### src/pkg/rsx_pkg.sv
// shared constants and carrier types for the rotate/subtract/xor execute slice
package rsx_pkg;

  // timing: two clocks make one machine cycle
  localparam int CLK_PERIOD_NS = 100;
  localparam int CLKS_PER_MC = 2;
  localparam logic [2:0] CNT_ONE_MC = 3'(CLKS_PER_MC - 1);
  localparam logic [2:0] CNT_TWO_MC = 3'(2 * CLKS_PER_MC - 1);

  // opcodes and opcode groups (upper bits compared under mask)
  localparam logic [7:0] OP_RLC = 8'h33;
  localparam logic [7:0] OP_RR = 8'h03;
  localparam logic [7:0] OP_RRC = 8'h13;
  localparam logic [7:0] OP_SET_BIT_OP_C = 8'hd3;
  localparam logic [7:0] OP_SET_BIT_OP_BIT = 8'hd2;
  localparam logic [7:0] OP_SHORT_RELATIVE_JUMP = 8'h80;
  localparam logic [7:0] OP_SUBTRACT_WITH_BORROW_IMM = 8'h94;
  localparam logic [7:0] OP_SUBTRACT_WITH_BORROW_DIR = 8'h95;
  localparam logic [7:0] OP_SWAP = 8'hc4;
  localparam logic [7:0] OP_BREAK = 8'ha5;
  localparam logic [7:0] OP_XCH_DIR = 8'hc5;
  localparam logic [7:0] OP_XRL_DIR_A = 8'h62;
  localparam logic [7:0] OP_XRL_DIR_IMM = 8'h63;
  localparam logic [7:0] OP_XRL_IMM = 8'h64;
  localparam logic [7:0] OP_XRL_DIR = 8'h65;
  localparam logic [7:0] MASK_REG = 8'hf8;
  localparam logic [7:0] MASK_IND = 8'hfe;
  localparam logic [7:0] OP_SUBTRACT_WITH_BORROW_REG = 8'h98;
  localparam logic [7:0] OP_SUBTRACT_WITH_BORROW_IND = 8'h96;
  localparam logic [7:0] OP_XCH_REG = 8'hc8;
  localparam logic [7:0] OP_XCH_IND = 8'hc6;
  localparam logic [7:0] OP_EXCHANGE_LOW_DIGIT_IND = 8'hd6;
  localparam logic [7:0] OP_XRL_REG = 8'h68;
  localparam logic [7:0] OP_XRL_IND = 8'h66;

  // register map, byte addresses
  localparam logic [7:0] ADDR_ACC = 8'h00;
  localparam logic [7:0] ADDR_FLAGS = 8'h04;
  localparam logic [7:0] ADDR_CTRL = 8'h08;
  localparam logic [7:0] ADDR_PC = 8'h0c;
  localparam logic [7:0] ADDR_STATUS = 8'h10;

  // flag and control bit positions
  localparam int FLAG_CY = 7;
  localparam int FLAG_AC = 6;
  localparam int FLAG_OV = 2;
  localparam int FLAG_P = 0;
  localparam int CTRL_BREAK_EN = 0;
  localparam int STAT_DEBUG = 0;
  localparam int STAT_BUSY = 1;

  // reset values
  localparam logic [7:0] ACC_RST = 8'h00;
  localparam logic [15:0] PC_RST = 16'h0000;

  // carriers
  typedef struct packed {
    logic [7:0] opcode;
    logic [7:0] byte2;
    logic [7:0] byte3;
  } instr_type;

  typedef struct packed {
    logic [7:0] reg_val;
    logic [7:0] ind_val;
    logic [7:0] direct_val;
    logic [7:0] latch_val;
    logic direct_is_port;
  } operand_type;

  typedef enum logic [1:0] {WB_REG, WB_DIRECT, WB_INDIRECT} wb_kind_type;

  typedef struct packed {
    logic valid;
    wb_kind_type kind;
    logic [7:0] addr;
    logic [7:0] data;
  } writeback_type;

endpackage

### src/hw/rotate_subtract_xor_exec.sv
// decode and execute slice: rotates, bit set, short jump, subtract, swaps, break, xor
//
// Added by the designer: the plain strobed port and the register offsets.
`timescale 1ns/100ps
module rotate_subtract_xor_exec #(
  parameter int PC_W = 16
) (
  // clock, reset, enable
  input wire logic clk,
  input wire logic rst_n,
  input wire logic ce,
  // instruction and operands
  input wire rsx_pkg::instr_type instr,
  input wire logic instr_valid,
  input wire rsx_pkg::operand_type operands,
  output logic ready_r,
  // results toward data memory and debug
  output rsx_pkg::writeback_type wb_r,
  output logic bit_set_r,
  output logic [7:0] bit_addr_r,
  output logic code_store_r,
  output logic [7:0] code_store_data_r,
  output logic debug_enter_r,
  output logic [PC_W-1:0] pc_out_r,
  // register port
  input wire logic [7:0] reg_addr,
  input wire logic [15:0] reg_wdata,
  input wire logic reg_wr,
  input wire logic reg_rd,
  output logic [15:0] reg_rdata_r
);

  typedef enum logic {ST_IDLE, ST_BUSY} state_type;

  state_type state_r;
  logic [2:0] cnt_r;
  logic [7:0] acc_r;
  logic cy_r, ac_r, ov_r, par_r;
  logic break_en_r, debug_mode_r;
  logic [PC_W-1:0] pc_r;

  logic go;
  logic [7:0] op;
  logic [7:0] acc_nxt;
  logic cy_nxt, ac_nxt, ov_nxt;
  logic [PC_W-1:0] pc_nxt;
  logic [2:0] cnt_nxt;
  logic [1:0] len;
  rsx_pkg::writeback_type wb_nxt;
  logic bit_set_nxt, code_store_nxt, debug_nxt;
  logic [7:0] src, dir_src;
  logic [8:0] diff9;
  logic [4:0] diff_lo;
  logic [7:0] diff_b7;
  logic is_subtract_with_borrow, is_xch, is_xrl_acc;

  assign go = ce && instr_valid && ready_r;
  assign op = instr.opcode;

  // xor latch source
  // port latch read
  assign dir_src = operands.direct_is_port ? operands.latch_val : operands.direct_val;

  assign is_subtract_with_borrow = ((op & rsx_pkg::MASK_REG) == rsx_pkg::OP_SUBTRACT_WITH_BORROW_REG)
    || ((op & rsx_pkg::MASK_IND) == rsx_pkg::OP_SUBTRACT_WITH_BORROW_IND)
    || op == rsx_pkg::OP_SUBTRACT_WITH_BORROW_DIR || op == rsx_pkg::OP_SUBTRACT_WITH_BORROW_IMM;
  assign is_xch = ((op & rsx_pkg::MASK_REG) == rsx_pkg::OP_XCH_REG)
    || ((op & rsx_pkg::MASK_IND) == rsx_pkg::OP_XCH_IND) || op == rsx_pkg::OP_XCH_DIR;
  assign is_xrl_acc = ((op & rsx_pkg::MASK_REG) == rsx_pkg::OP_XRL_REG)
    || ((op & rsx_pkg::MASK_IND) == rsx_pkg::OP_XRL_IND)
    || op == rsx_pkg::OP_XRL_DIR || op == rsx_pkg::OP_XRL_IMM;

  // operand select by addressing form
  // register, immediate, direct and indirect forms
  always_comb begin
    if ((op & rsx_pkg::MASK_REG) == rsx_pkg::OP_SUBTRACT_WITH_BORROW_REG
        || (op & rsx_pkg::MASK_REG) == rsx_pkg::OP_XCH_REG
        || (op & rsx_pkg::MASK_REG) == rsx_pkg::OP_XRL_REG) begin
      src = operands.reg_val;
    end else if (op == rsx_pkg::OP_SUBTRACT_WITH_BORROW_IMM || op == rsx_pkg::OP_XRL_IMM) begin
      src = instr.byte2;
    end else if (op == rsx_pkg::OP_SUBTRACT_WITH_BORROW_DIR || op == rsx_pkg::OP_XCH_DIR) begin
      src = operands.direct_val;
    end else if (op == rsx_pkg::OP_XRL_DIR) begin
      src = dir_src;
    end else begin
      src = operands.ind_val;
    end
  end

  // borrow chain: full, low nibble, low seven bits
  // acc minus carry minus source
  assign diff9 = {1'b0, acc_r} - {1'b0, src} - {8'h00, cy_r};
  assign diff_lo = {1'b0, acc_r[3:0]} - {1'b0, src[3:0]} - {4'h0, cy_r};
  assign diff_b7 = {1'b0, acc_r[6:0]} - {1'b0, src[6:0]} - {7'h00, cy_r};

  always_comb begin
    acc_nxt = acc_r;
    cy_nxt = cy_r;
    ac_nxt = ac_r;
    ov_nxt = ov_r;
    len = 2'd1;
    cnt_nxt = rsx_pkg::CNT_ONE_MC;
    wb_nxt = '{valid: 1'b0, kind: rsx_pkg::WB_REG, addr: 8'h00, data: 8'h00};
    bit_set_nxt = 1'b0;
    code_store_nxt = 1'b0;
    debug_nxt = 1'b0;
    pc_nxt = pc_r;
    if (op == rsx_pkg::OP_RLC) begin
      acc_nxt = {acc_r[6:0], cy_r};
      cy_nxt = acc_r[7];
    end else if (op == rsx_pkg::OP_RR) begin
      acc_nxt = {acc_r[0], acc_r[7:1]};
    end else if (op == rsx_pkg::OP_RRC) begin
      acc_nxt = {cy_r, acc_r[7:1]};
      cy_nxt = acc_r[0];
    end else if (op == rsx_pkg::OP_SET_BIT_OP_C) begin
      cy_nxt = 1'b1;
    end else if (op == rsx_pkg::OP_SET_BIT_OP_BIT) begin
      bit_set_nxt = 1'b1;
      len = 2'd2;
    end else if (op == rsx_pkg::OP_SHORT_RELATIVE_JUMP) begin
      len = 2'd2;
      cnt_nxt = rsx_pkg::CNT_TWO_MC;
    end else if (is_subtract_with_borrow) begin
      acc_nxt = diff9[7:0];
      cy_nxt = diff9[8];
      ac_nxt = diff_lo[4];
      ov_nxt = diff9[8] ^ diff_b7[7];
      if (op == rsx_pkg::OP_SUBTRACT_WITH_BORROW_DIR || op == rsx_pkg::OP_SUBTRACT_WITH_BORROW_IMM) begin
        len = 2'd2;
      end
    end else if (op == rsx_pkg::OP_SWAP) begin
      acc_nxt = {acc_r[3:0], acc_r[7:4]};
    end else if (op == rsx_pkg::OP_BREAK) begin
      debug_nxt = break_en_r;
      code_store_nxt = !break_en_r;
    end else if (is_xch) begin
      acc_nxt = src;
      wb_nxt.valid = 1'b1;
      wb_nxt.data = acc_r;
      if (op == rsx_pkg::OP_XCH_DIR) begin
        wb_nxt.kind = rsx_pkg::WB_DIRECT;
        wb_nxt.addr = instr.byte2;
        len = 2'd2;
      end else if ((op & rsx_pkg::MASK_REG) == rsx_pkg::OP_XCH_REG) begin
        wb_nxt.addr = {5'h00, op[2:0]};
      end else begin
        wb_nxt.kind = rsx_pkg::WB_INDIRECT;
        wb_nxt.addr = {7'h00, op[0]};
      end
    end else if ((op & rsx_pkg::MASK_IND) == rsx_pkg::OP_EXCHANGE_LOW_DIGIT_IND) begin
      acc_nxt = {acc_r[7:4], operands.ind_val[3:0]};
      wb_nxt = '{valid: 1'b1, kind: rsx_pkg::WB_INDIRECT, addr: {7'h00, op[0]},
                 data: {operands.ind_val[7:4], acc_r[3:0]}};
    end else if (is_xrl_acc) begin
      acc_nxt = acc_r ^ src;
      if (op == rsx_pkg::OP_XRL_DIR || op == rsx_pkg::OP_XRL_IMM) begin
        len = 2'd2;
      end
    end else if (op == rsx_pkg::OP_XRL_DIR_A || op == rsx_pkg::OP_XRL_DIR_IMM) begin
      wb_nxt.valid = 1'b1;
      wb_nxt.kind = rsx_pkg::WB_DIRECT;
      wb_nxt.addr = instr.byte2;
      if (op == rsx_pkg::OP_XRL_DIR_IMM) begin
        wb_nxt.data = dir_src ^ instr.byte3;
        len = 2'd3;
        cnt_nxt = rsx_pkg::CNT_TWO_MC;
      end else begin
        wb_nxt.data = dir_src ^ acc_r;
        len = 2'd2;
      end
    end
    pc_nxt = pc_r + PC_W'(len);
    if (op == rsx_pkg::OP_SHORT_RELATIVE_JUMP) begin
      pc_nxt = pc_r + PC_W'(len) + PC_W'($signed(instr.byte2));
    end
  end

  // occupancy: two clocks per machine cycle
  always_ff @(posedge clk) begin
    if (!rst_n) begin
      state_r <= ST_IDLE;
      cnt_r <= 3'h0;
      ready_r <= 1'b0;
    end else if (ce) begin
      unique case (state_r)
        ST_IDLE: begin
          ready_r <= 1'b1;
          if (go) begin
            state_r <= ST_BUSY;
            cnt_r <= cnt_nxt;
            ready_r <= 1'b0;
          end
        end
        ST_BUSY: begin
          cnt_r <= cnt_r - 3'h1;
          if (cnt_r == 3'h1) begin
            state_r <= ST_IDLE;
            ready_r <= 1'b1;
          end
        end
      endcase
    end
  end

  // accumulator and flags; execution wins over a same-cycle software write
  always_ff @(posedge clk) begin
    if (!rst_n) begin
      acc_r <= rsx_pkg::ACC_RST;
      cy_r <= 1'b0;
      ac_r <= 1'b0;
      ov_r <= 1'b0;
      par_r <= 1'b0;
    end else if (ce) begin
      if (go) begin
        acc_r <= acc_nxt;
        cy_r <= cy_nxt;
        ac_r <= ac_nxt;
        ov_r <= ov_nxt;
        par_r <= ^acc_nxt;
      end else if (reg_wr && reg_addr == rsx_pkg::ADDR_ACC) begin
        acc_r <= reg_wdata[7:0];
        par_r <= ^reg_wdata[7:0];
      end else if (reg_wr && reg_addr == rsx_pkg::ADDR_FLAGS) begin
        cy_r <= reg_wdata[rsx_pkg::FLAG_CY];
        ac_r <= reg_wdata[rsx_pkg::FLAG_AC];
        ov_r <= reg_wdata[rsx_pkg::FLAG_OV];
      end
    end
  end

  // program counter
  always_ff @(posedge clk) begin
    if (!rst_n) begin
      pc_r <= PC_W'(rsx_pkg::PC_RST);
      pc_out_r <= PC_W'(rsx_pkg::PC_RST);
    end else if (ce) begin
      if (go) begin
        pc_r <= pc_nxt;
        pc_out_r <= pc_nxt;
      end else if (reg_wr && reg_addr == rsx_pkg::ADDR_PC) begin
        pc_r <= PC_W'(reg_wdata);
        pc_out_r <= PC_W'(reg_wdata);
      end
    end
  end

  // one-clock result strobes
  always_ff @(posedge clk) begin
    if (!rst_n) begin
      wb_r <= '{valid: 1'b0, kind: rsx_pkg::WB_REG, addr: 8'h00, data: 8'h00};
      bit_set_r <= 1'b0;
      bit_addr_r <= 8'h00;
      code_store_r <= 1'b0;
      code_store_data_r <= 8'h00;
      debug_enter_r <= 1'b0;
    end else if (ce) begin
      wb_r <= go ? wb_nxt : rsx_pkg::writeback_type'('0);
      bit_set_r <= go && bit_set_nxt;
      if (go && bit_set_nxt) begin
        bit_addr_r <= instr.byte2;
      end
      code_store_r <= go && code_store_nxt;
      if (go && code_store_nxt) begin
        code_store_data_r <= acc_r;
      end
      // pulse at end of phase one
      debug_enter_r <= go && debug_nxt;
    end
  end

  // control and debug status; a new break beats a same-cycle clear
  always_ff @(posedge clk) begin
    if (!rst_n) begin
      break_en_r <= 1'b0;
      debug_mode_r <= 1'b0;
    end else if (ce) begin
      if (reg_wr && reg_addr == rsx_pkg::ADDR_CTRL) begin
        break_en_r <= reg_wdata[rsx_pkg::CTRL_BREAK_EN];
      end
      if (go && debug_nxt) begin
        debug_mode_r <= 1'b1;
      end else if (reg_wr && reg_addr == rsx_pkg::ADDR_STATUS
                   && reg_wdata[rsx_pkg::STAT_DEBUG]) begin
        debug_mode_r <= 1'b0;
      end
    end
  end

  // read port: data the cycle after the strobe only
  always_ff @(posedge clk) begin
    if (!rst_n) begin
      reg_rdata_r <= 16'h0000;
    end else if (ce) begin
      reg_rdata_r <= 16'h0000;
      if (reg_rd) begin
        unique case (reg_addr)
          rsx_pkg::ADDR_ACC: reg_rdata_r <= {8'h00, acc_r};
          rsx_pkg::ADDR_FLAGS: reg_rdata_r <= {8'h00, cy_r, ac_r, 3'h0, ov_r, 1'b0, par_r};
          rsx_pkg::ADDR_CTRL: reg_rdata_r <= {15'h0000, break_en_r};
          rsx_pkg::ADDR_PC: reg_rdata_r <= 16'(pc_r);
          rsx_pkg::ADDR_STATUS: reg_rdata_r <= {14'h0000, !ready_r, debug_mode_r};
          default: reg_rdata_r <= 16'h0000;
        endcase
      end
    end
  end
endmodule // rotate_subtract_xor_exec

### config.mk
export PLATFORM = sky130hd
export DESIGN_NAME = rotate_subtract_xor_exec
export DESIGN_NICKNAME = d
export VERILOG_FILES = /design/src/pkg/rsx_pkg.sv /design/src/hw/rotate_subtract_xor_exec.sv
export SDC_FILE = /design/constraint.sdc
export NUM_CORES = 1
export LEC_CHECK = 0
export ABC_AREA = 1
export BUFFER_PORTS_ARGS = -buffer_cell sky130_fd_sc_hd__buf_2
export CAP_MARGIN = 20
export CELL_PAD_IN_SITES_DETAIL_PLACEMENT = 1
export CELL_PAD_IN_SITES_GLOBAL_PLACEMENT = 1
export CORE_MARGIN = 8
export CORE_UTILIZATION = 35
export CTS_BUF_LIST = sky130_fd_sc_hd__clkbuf_4
export DETAILED_ROUTE_END_ITERATION = 12
export PLACE_DENSITY_LB_ADDON = 0.1
export RECOVER_POWER = 100
export SYNTH_ARGS = -nofsm -noshare
export SYNTH_HDL_FRONTEND = slang
export SYNTH_SLANG_ARGS = --single-unit
### constraint.sdc
create_clock -name clk -period 10.3 [get_ports clk]
set_input_delay 2.06 -clock clk [delete_from_list [all_inputs] [get_ports clk]]
set_output_delay 2.06 -clock clk [all_outputs]
set_load 0.03 [all_outputs]
==> impl_metrics.csv, run 1 <==
group,metric,value,unit
global_route,grt_max_degree,57,
die,initial_core_util,35.45,%
sta,rsz0062_at_grt,"no",
sta,fin_skew,0.02353,ns
yosys,syn_inst,1202,
yosys,synth_edf_count,0,
clock_network,cts_setup_buffers,0,
routing,finalWirelength,31420,microns
routing,drt_iter0_drc,367,
clock_network,cts_root_buffer,"clkbuf_4",
critical_path,cp-start-kind,"input pin",
cells_and_area,instances_no_fill,1617,
critical_path,cp_common_cell,"nand2_1",
sta,relSlewSlack,-78.23,%
clock_network,cts_buffers,9,
power_and_ir_drop,power_density,93.21,mW/mm^2
yosys,postSynth.asyncResetShare,0,%
clock_network,cts_sinks,89,
sta,finalWorstSetupSlack,3.272,ns
sta,maxSlewViolCount,98,
routing,vias,8524,
clock_network,clock_path_buffers,2,
yosys,ys_top_cells_by_area,"dfxtp_1 24%, nand2_1 18%, a21oi_1 8.7%, inv_1 7.4%, ha_1 6.1%",
sta,tns,0,ns
clock_network,post_cts_resized,0,
clock_network,cts_tree,"done",
yosys,avgSynthCellArea,6.160,sq um
placement,portBuffers,157,
cells_and_area,multi_input_area,0.004795,sq mm
cells_and_area,syn2layout_area_growth,13.65,%
die,core,0.02089,sq mm
min_path,min_path_type,"reg -> reg",
critical_path,arrival,7.39,ns
cells_and_area,drive_gt1_share,10.29,%
routing,drc,0,
yosys,ys_ff_latch,89,
yosys,ys_seq_area_share,24.06,%
yosys,yosys.area.top_type,"dfxtp_1",
critical_path,required,10.66,ns
clock_network,insertion_delay,0.48,ns
cells_and_area,final_nets,1463,
clock_network,hold_buffers,0,
global_route,grt_pass1_vias,8683,
cells_and_area,regArea,0.001782,sq mm
critical_path,critPathCaptureType,"flip-flop",
critical_path,critical_path.max_stage_delay,0.55,ns
yosys,yosys_warnings,0,
yosys,yosys.area.top_type_share,24.06,%
cells_and_area,design_area,0.008416,sq mm
die,num_rows,53,
placement,place.detailed.hpwl,24650,microns
routing,wl_per_cell,19.43,microns
yosys,synth_flop_cell,"dfxtp_1",
critical_path,crit_type,"in -> reg",
yosys,synth_fp_nets,1329,
power_and_ir_drop,p_leak,3.790,nW
run_status,violations,"max-capacitance violations, max-slew violations",
cells_and_area,fill_cells,2916,
clock_network,htreeDepth,3,
routing,drt_first_pass_iters,5,
sta,max_freq,0.1423,GHz
run_status,run_status,"complete, but fails checks",
global_route,grt_overflow,0,
sta,final_hold_viol_count,0,
placement,place_inst,1600,
routing,post_drt_via_cell_ratio,5.271,
sta,tightest_slew,2.673,ns
die,boundaryPins,158,
yosys,ys_types,50,
placement,gp_congestion,0.8720,
global_route,antenna_found_initial,1,
power_and_ir_drop,power,0.7844,mW
sta,min_period,7.028,ns
die,die_y,161.5,microns
routing,postRouteAntennaNets,0,
placement,dpl-instance-area,0.008406,sq mm
die,dieArea,0.02607,sq mm
critical_path,critPathMaxFanout,10,
clock_network,clk_pin_slew_worst_paths,0.16,ns
flow_run,drv_cap,2,
global_route,grtUsageTotal,23.54,%
sta,period_share,68.24,%
yosys,syn_area,0.007405,sq mm
critical_path,worst_path_max_delay_cell,"nor2_1",
global_route,grt_first_pass_wirelength,48770,microns
placement,post-place-ws,3.444,ns
power_and_ir_drop,peakVddDrop,0.00004356,V
die,die_width,161.5,microns
sta,finalSetupViolCount,0,
-- logic make-up after synthesis --
logic type / Yosys count / synth area share (%)
and+or+nand+nor: 537 / 30.86
AOI/OAI and AO/OA: 295 / 22.83
buffers and inverters: 205 / 10.83
DFF: 89 / 24.06
adders and majority gates: 40 / 7.165
xor gates and xnor gates: 36 / 4.258
-- layout make-up --
| cell class | count | area share, % |
|---|---|---|
| repair buffers | 164 | 8.668 |
| clock buffers | 10 | 0.8921 |
| clock inverters | 6 | 0.8623 |
| inverters | 164 | 7.315 |
| well taps | 275 | 4.089 |
| diodes | 1 | 0.02974 |
| flip-flops and latches | 89 | 21.17 |
| multi-input cells | 908 | 56.97 |
-- worst max-delay path, delay by kind of cell --
family	cells	cell delay [ns]
and+or+nand+nor	12	1.86
AOI/OAI and AO/OA	9	1.40
adders and majority gates	3	0.98
buffers and inverters	4	0.71
xor gates and xnor gates	2	0.40
-- per-layer routing --
| metal | GRT usage (%) | vias up | part of all wire (%) |
|---|---|---|---|
| li1 | - | 4225 | - |
| met1 | 29.70 | 4038 | 45 |
| met2 | 39.74 | 209 | 47 |
| met3 | 3.385 | 52 | 4.2 |
| met4 | 9.175 | 0 | 3.4 |
| met5 | 0 | - | 0 |
-- cells in the mapped netlist, drive strengths merged, types with 2 or more instances --
| master | count |
|---|---|
| a21oi | 132 |
| a221oi | 12 |
| a31oi | 15 |
| and2 | 3 |
| buf | 14 |
| clkbuf | 27 |
| clkinv | 6 |
| dfxtp | 89 |
| fa | 4 |
| ha | 36 |
| inv | 158 |
| nand2 | 357 |
| nand3 | 80 |
| nand4 | 3 |
| nor2 | 66 |
| nor3 | 10 |
| nor4 | 3 |
| o211ai | 22 |
| o21a | 2 |
| o21ai | 81 |
| o21bai | 4 |
| o221ai | 5 |
| o22ai | 13 |
| o31ai | 2 |
| or2 | 13 |
| xnor2 | 10 |
| xor2 | 26 |
-- sequential cells by signal (all words and copies together), names as in the netlist, 3 cells and up --
register           count
acc_r                  8
bit_addr_r             8
cnt_r                  3
code_store_data_r      8
pc_r                  16
reg_rdata_r           16
wb_r                  19
-- where the power goes --
group          total, mW  switching, mW  internal (mW)
clock network      0.222          0.142         0.0804
logic              0.205          0.136         0.0687
registers          0.357        0.00777          0.349
total              0.784          0.286          0.499
-- metrics by stage --
step,util (%),hold WS (ns)
floorplan,-,0.4542
global placement,40.24,0.4474
detailed placement,40.24,0.4554
CTS,40.95,0.4776
global route,40.29,0.4916
finish,40.29,0.4766
-- path summary, 6_finish.rpt --
path / slack [ns] / end / from / cells past startpoint
min reg2reg: 0.48 / wb_r[4]$_SDFFE_PN0P_ / wb_r[4]$_SDFFE_PN0P_ / 2
max reg2reg: 6.55 / pc_r[15]$_SDFFE_PN0P_ / pc_r[0]$_SDFFE_PN0P_ / 22
min: 0.48 / wb_r[4]$_SDFFE_PN0P_ / wb_r[4]$_SDFFE_PN0P_ / 2
max: 3.27 / pc_r[11]$_SDFFE_PN0P_ / instr[20] / 30
-- placed cells by master, fill, tap and decap left out, drive strengths merged, types with 2 or more instances in the layout --
master	n
nor4	3
fa	4
inv	160
nor2	66
xnor2	10
nand3	80
o21a	2
nand2	357
a31oi	15
a221oi	12
ha	36
o21bai	4
o211ai	22
o221ai	5
o22ai	13
clkbuf	89
a21oi	132
o21ai	81
clkinv	9
dfxtp	89
nor3	10
or2	13
nand4	3
and2	3
xor2	26
o31ai	2
buf	85
No activity file was read; power rests on OpenSTA's default activity.
==> run 2: changes to the inputs <==
--- a/config.mk
+++ b/config.mk
@@ -5,7 +5,7 @@
 export SDC_FILE = /design/constraint.sdc
 export NUM_CORES = 1
 export LEC_CHECK = 0
-export ABC_AREA = 1
+export ABC_AREA = 0
 export BUFFER_PORTS_ARGS = -buffer_cell sky130_fd_sc_hd__buf_2
 export CAP_MARGIN = 20
 export CELL_PAD_IN_SITES_DETAIL_PLACEMENT = 1
==> constraint.sdc (replaced) <==
create_clock -name clk -period 6.25 [get_ports clk]
set_input_delay 1.25 -clock clk [delete_from_list [all_inputs] [get_ports clk]]
set_output_delay 1.25 -clock clk [all_outputs]
set_load 0.03 [all_outputs]
==> impl_metrics.csv, run 2 <==
group,metric,value,unit
clock_network,clk_pin_slew_worst_paths,0.14,ns
routing,post_drt_via_cell_ratio,5.759,
yosys,ys_top_cells_by_area,"dfxtp_1 24%, mux2i_1 6.9%, nor2_1 6.2%, ha_1 6.1%, a21oi_1 4.5%",
cells_and_area,reg.largest.list,"wb_r: 19 flops, pc_r: 16 flops, reg_rdata_r: 16 flops",
sta,finalSetupViolCount,0,
power_and_ir_drop,p_leak,3.231,nW
critical_path,worst_path_max_delay_cell,"a21oi_1",
power_and_ir_drop,clkPwrFrac,29.0,%
global_route,grt_pass1_vias,7899,
min_path,hold_end,"debug_enter_r$_SDFFE_PN0P_",
die,boundaryPins,158,
critical_path,cp_cell_sequence,"clkbuf_1 > or4b_1 > a21oi_1 > a211oi_1 > a21o_1 > fa_1 > fa_1 > nand2b_1 > a21oi_1 > buf_4 > xor2_1 > o221ai_1 > o21ai_1 > xnor3_1 > xnor3_1 > mux2_1 > nand2_1",
clock_network,clock_path_buffers,2,
run_status,run_status,"complete, but fails checks",
critical_path,path_buf_inv,2,
routing,postRouteAntennaNets,0,
power_and_ir_drop,p_switching,0.4906,mW
cells_and_area,top_register,"wb_r",
critical_path,cp-start-kind,"input pin",
clock_network,htreeDepth,3,
sta,rsz0062_at_grt,"no",
power_and_ir_drop,power_density,168.4,mW/mm^2
clock_network,cts_buffers,9,
critical_path,cp_top_family,"compound AO/OA/AOI/OAI gates",
yosys,synth_top_family_by_area,"compound AO/OA/AOI/OAI gates",
critical_path,crit_type,"in -> reg",
flow_run,drv_cap,2,
routing,drt_iter0_drc,498,
critical_path,required,6.66,ns
power_and_ir_drop,p_sw_share,34.00,%
cells_and_area,final_cell_mix,"121 x nor2_1, 89 x dfxtp_1, 84 x buf_2, 78 x clkbuf_1, 68 x a21oi_1",
global_route,grtUsageTotal,23.29,%
min_path,min_path_type,"reg -> reg",
global_route,grt_overflow,0,
critical_path,arrival,6.29,ns
clock_network,cts_tree,"done",
min_path,hold_path_startpoint,"debug_enter_r$_SDFFE_PN0P_",
yosys,ys_top_cells_by_count,"122 x nor2_1, 89 x dfxtp_1, 67 x a21oi_1, 58 x nand2_1, 51 x mux2i_1",
yosys,yosys.area.top_type_share,24.13,%
power_and_ir_drop,power,1.443,mW
die,die_width,161.2,microns
yosys,ys_seq_area_share,24.13,%
power_and_ir_drop,seqPwrFrac,41.6,%
placement,gp_congestion,0.9141,
routing,vias,7827,
sta,min_period,5.880,ns
clock_network,cts_setup_buffers,0,
critical_path,r2r_slack,2.29,ns
yosys,syn_inst,942,
cells_and_area,fill_cells,2679,
routing,wl_per_cell,22.78,microns
yosys,synth_edf_count,0,
yosys,synth-xor-area-share,7.253,%
sta,relSlewSlack,-59.35,%
die,num_rows,53,
sta,fin_skew,0.02537,ns
sta,tightest_slew,2.390,ns
yosys,synth_compound_gate_area_share,27.25,%
critical_path,critical_path.max_stage_delay,0.60,ns
yosys,avgSynthCellArea,7.838,sq um
cells_and_area,largest_reg_flops,19,
cells_and_area,layout.cells.most_common,"nor2_1",
sta,period_share,94.09,%
global_route,grt_first_pass_wirelength,47380,microns
die,core,0.02089,sq mm
run_status,violations,"max-capacitance violations, max-slew violations",
sta,final_hold_viol_count,0,
routing,finalWirelength,30950,microns
power_and_ir_drop,power_frac_comb,29.4,%
routing,drc,0,
die,die_y,161.2,microns
placement,place.detailed.hpwl,24180,microns
clock_network,insertion_delay,0.49,ns
global_route,antenna_found_initial,5,
yosys,synthMuxAreaShare,8.744,%
cells_and_area,syn2layout_area_growth,16.01,%
die,initial_core_util,35.35,%
placement,portBuffers,157,
yosys,syn_area,0.007383,sq mm
yosys,ys_ff_latch,89,
cells_and_area,drive_gt1_share,14.25,%
yosys,postSynth.asyncResetShare,0,%
sta,maxSlewViolCount,89,
yosys,ys_types,87,
sta,hold_slack,0.4944,ns
yosys,synthAdderAreaFrac,7.185,%
critical_path,rr_startpoint,"pc_r[1]$_SDFFE_PN0P_",
critical_path,r2r_cells,14,
clock_network,hold_buffers,0,
min_path,min_path_cells,2,
cells_and_area,final_nets,1204,
clock_network,cts_sinks,89,
clock_network,post_cts_resized,0,
power_and_ir_drop,p_int,0.9522,mW
critical_path,critPathCaptureType,"flip-flop",
clock_network,cts_root_buffer,"clkbuf_4",
routing,drt_first_pass_iters,5,
yosys,yosys_warnings,0,
critical_path,reg2reg_to,"pc_r[13]$_SDFFE_PN0P_",
power_and_ir_drop,peakVddDrop,0.00009400,V
sta,max_freq,0.1701,GHz
die,dieArea,0.02600,sq mm
global_route,grt_max_degree,81,
yosys,yosys.area_share.simple,19.89,%
sta,tns,0,ns
yosys,yosys.area.top_type,"dfxtp_1",
yosys,synth_flop_cell,"dfxtp_1",
critical_path,critPathMaxFanout,14,
yosys,synth_fp_nets,1069,
yosys,yosysMostFrequentCell,"nor2_1",
==> run 2: changes by cell type in the layout (fill, tap and decap cells not counted), moves of 25 or more <==
| cell | delta |
|---|---|
| nand3_1 | -58 |
| a21oi_1 | -63 |
| mux2i_1 | +51 |
| nand2_1 | -293 |
| a211oi_1 | +41 |
| o21ai_0 | -36 |
| inv_1 | -115 |
| xnor2_1 | +25 |
| nor2_1 | +63 |
==> run 2: layout make-up <==
cell class | count | area [sq um] | area share [%]
diodes | 3 | 7.507 | 0.08764
clock buffers | 9 | 67.56 | 0.7888
clock inverters | 6 | 115.1 | 1.344
inverters | 37 | 138.9 | 1.621
multi-input cells | 751 | 5187 | 60.56
flip-flops and latches | 89 | 1782 | 20.80
well taps | 275 | 344.1 | 4.017
repair buffers | 189 | 923.4 | 10.78
==> run 2: stage by stage <==
step | worst slack [ns] | area, sq um | cells | util, %
6_report | 0.3696 | 8566 | 1359 | 41.01
3_3_place_gp | 0.2068 | 8496 | 1340 | 40.67
2_1_floorplan | 0.6957 | 7383 | 942 | -
3_5_place_dp | 0.1015 | 8496 | 1340 | 40.67
4_1_cts | 0.6473 | 8678 | 1355 | 41.55
5_1_grt | 0.07605 | 8563 | 1358 | 40.99
==> run 2: power groups by stage <==
stage               Combinational [mW]  Clock [mW]  Sequential, mW
floorplan                        0.277           0           0.608
global placement                 0.418           0           0.612
detailed placement               0.423           0           0.612
CTS                              0.426       0.432           0.600
global route                     0.464       0.452           0.602
finish                           0.425       0.418           0.600
==> run 2: tightest hold or removal path, delay by kind of cell (launching register included) <==
family	cells	cell delay, ns
flip-flops	1	0.35
AND/OR/NAND/NOR	1	0.06
AO/OA/AOI/OAI	1	0.05
==> run 2: how the worst max path moves through the flow <==
stage,start,to,cells after the start
2_1_floorplan,instr[16],pc_r[14]$_SDFFE_PN0P_,19
3_3_place_gp,instr[18],pc_r[14]$_SDFFE_PN0P_,19
3_5_place_dp,instr[18],pc_r[14]$_SDFFE_PN0P_,19
4_1_cts,instr[18],pc_r[14]$_SDFFE_PN0P_,19
5_1_grt,instr[18],pc_r[14]$_SDFFE_PN0P_,20
6_report,instr[18],par_r$_SDFFE_PN0P_,17
==> run 2: logic make-up (layout without fill, tap and decap cells) <==
| kind of cell | Yosys count | count (layout) |
|---|---|---|
| flip-flops | 89 | 89 |
| XOR/XNOR | 58 | 58 |
| adder cells (fa/ha/maj) | 40 | 40 |
| multiplexers | 62 | 62 |
| buffers and inverters | 102 | 241 |
| AO/OA/AOI/OAI | 291 | 291 |
| other | 0 | 3 |
| AND/OR/NAND/NOR | 300 | 300 |
==> run 2: per-layer routing <==
metal,global-route usage (%),share of wire [%],up-vias,routed length (microns)
met5,0,0.12,-,36
met4,6.566,2.2,6,670
met3,6.058,6.5,51,2010
met2,36.44,45,202,13840
met1,31.00,46,3820,14390
li1,-,-,3748,-
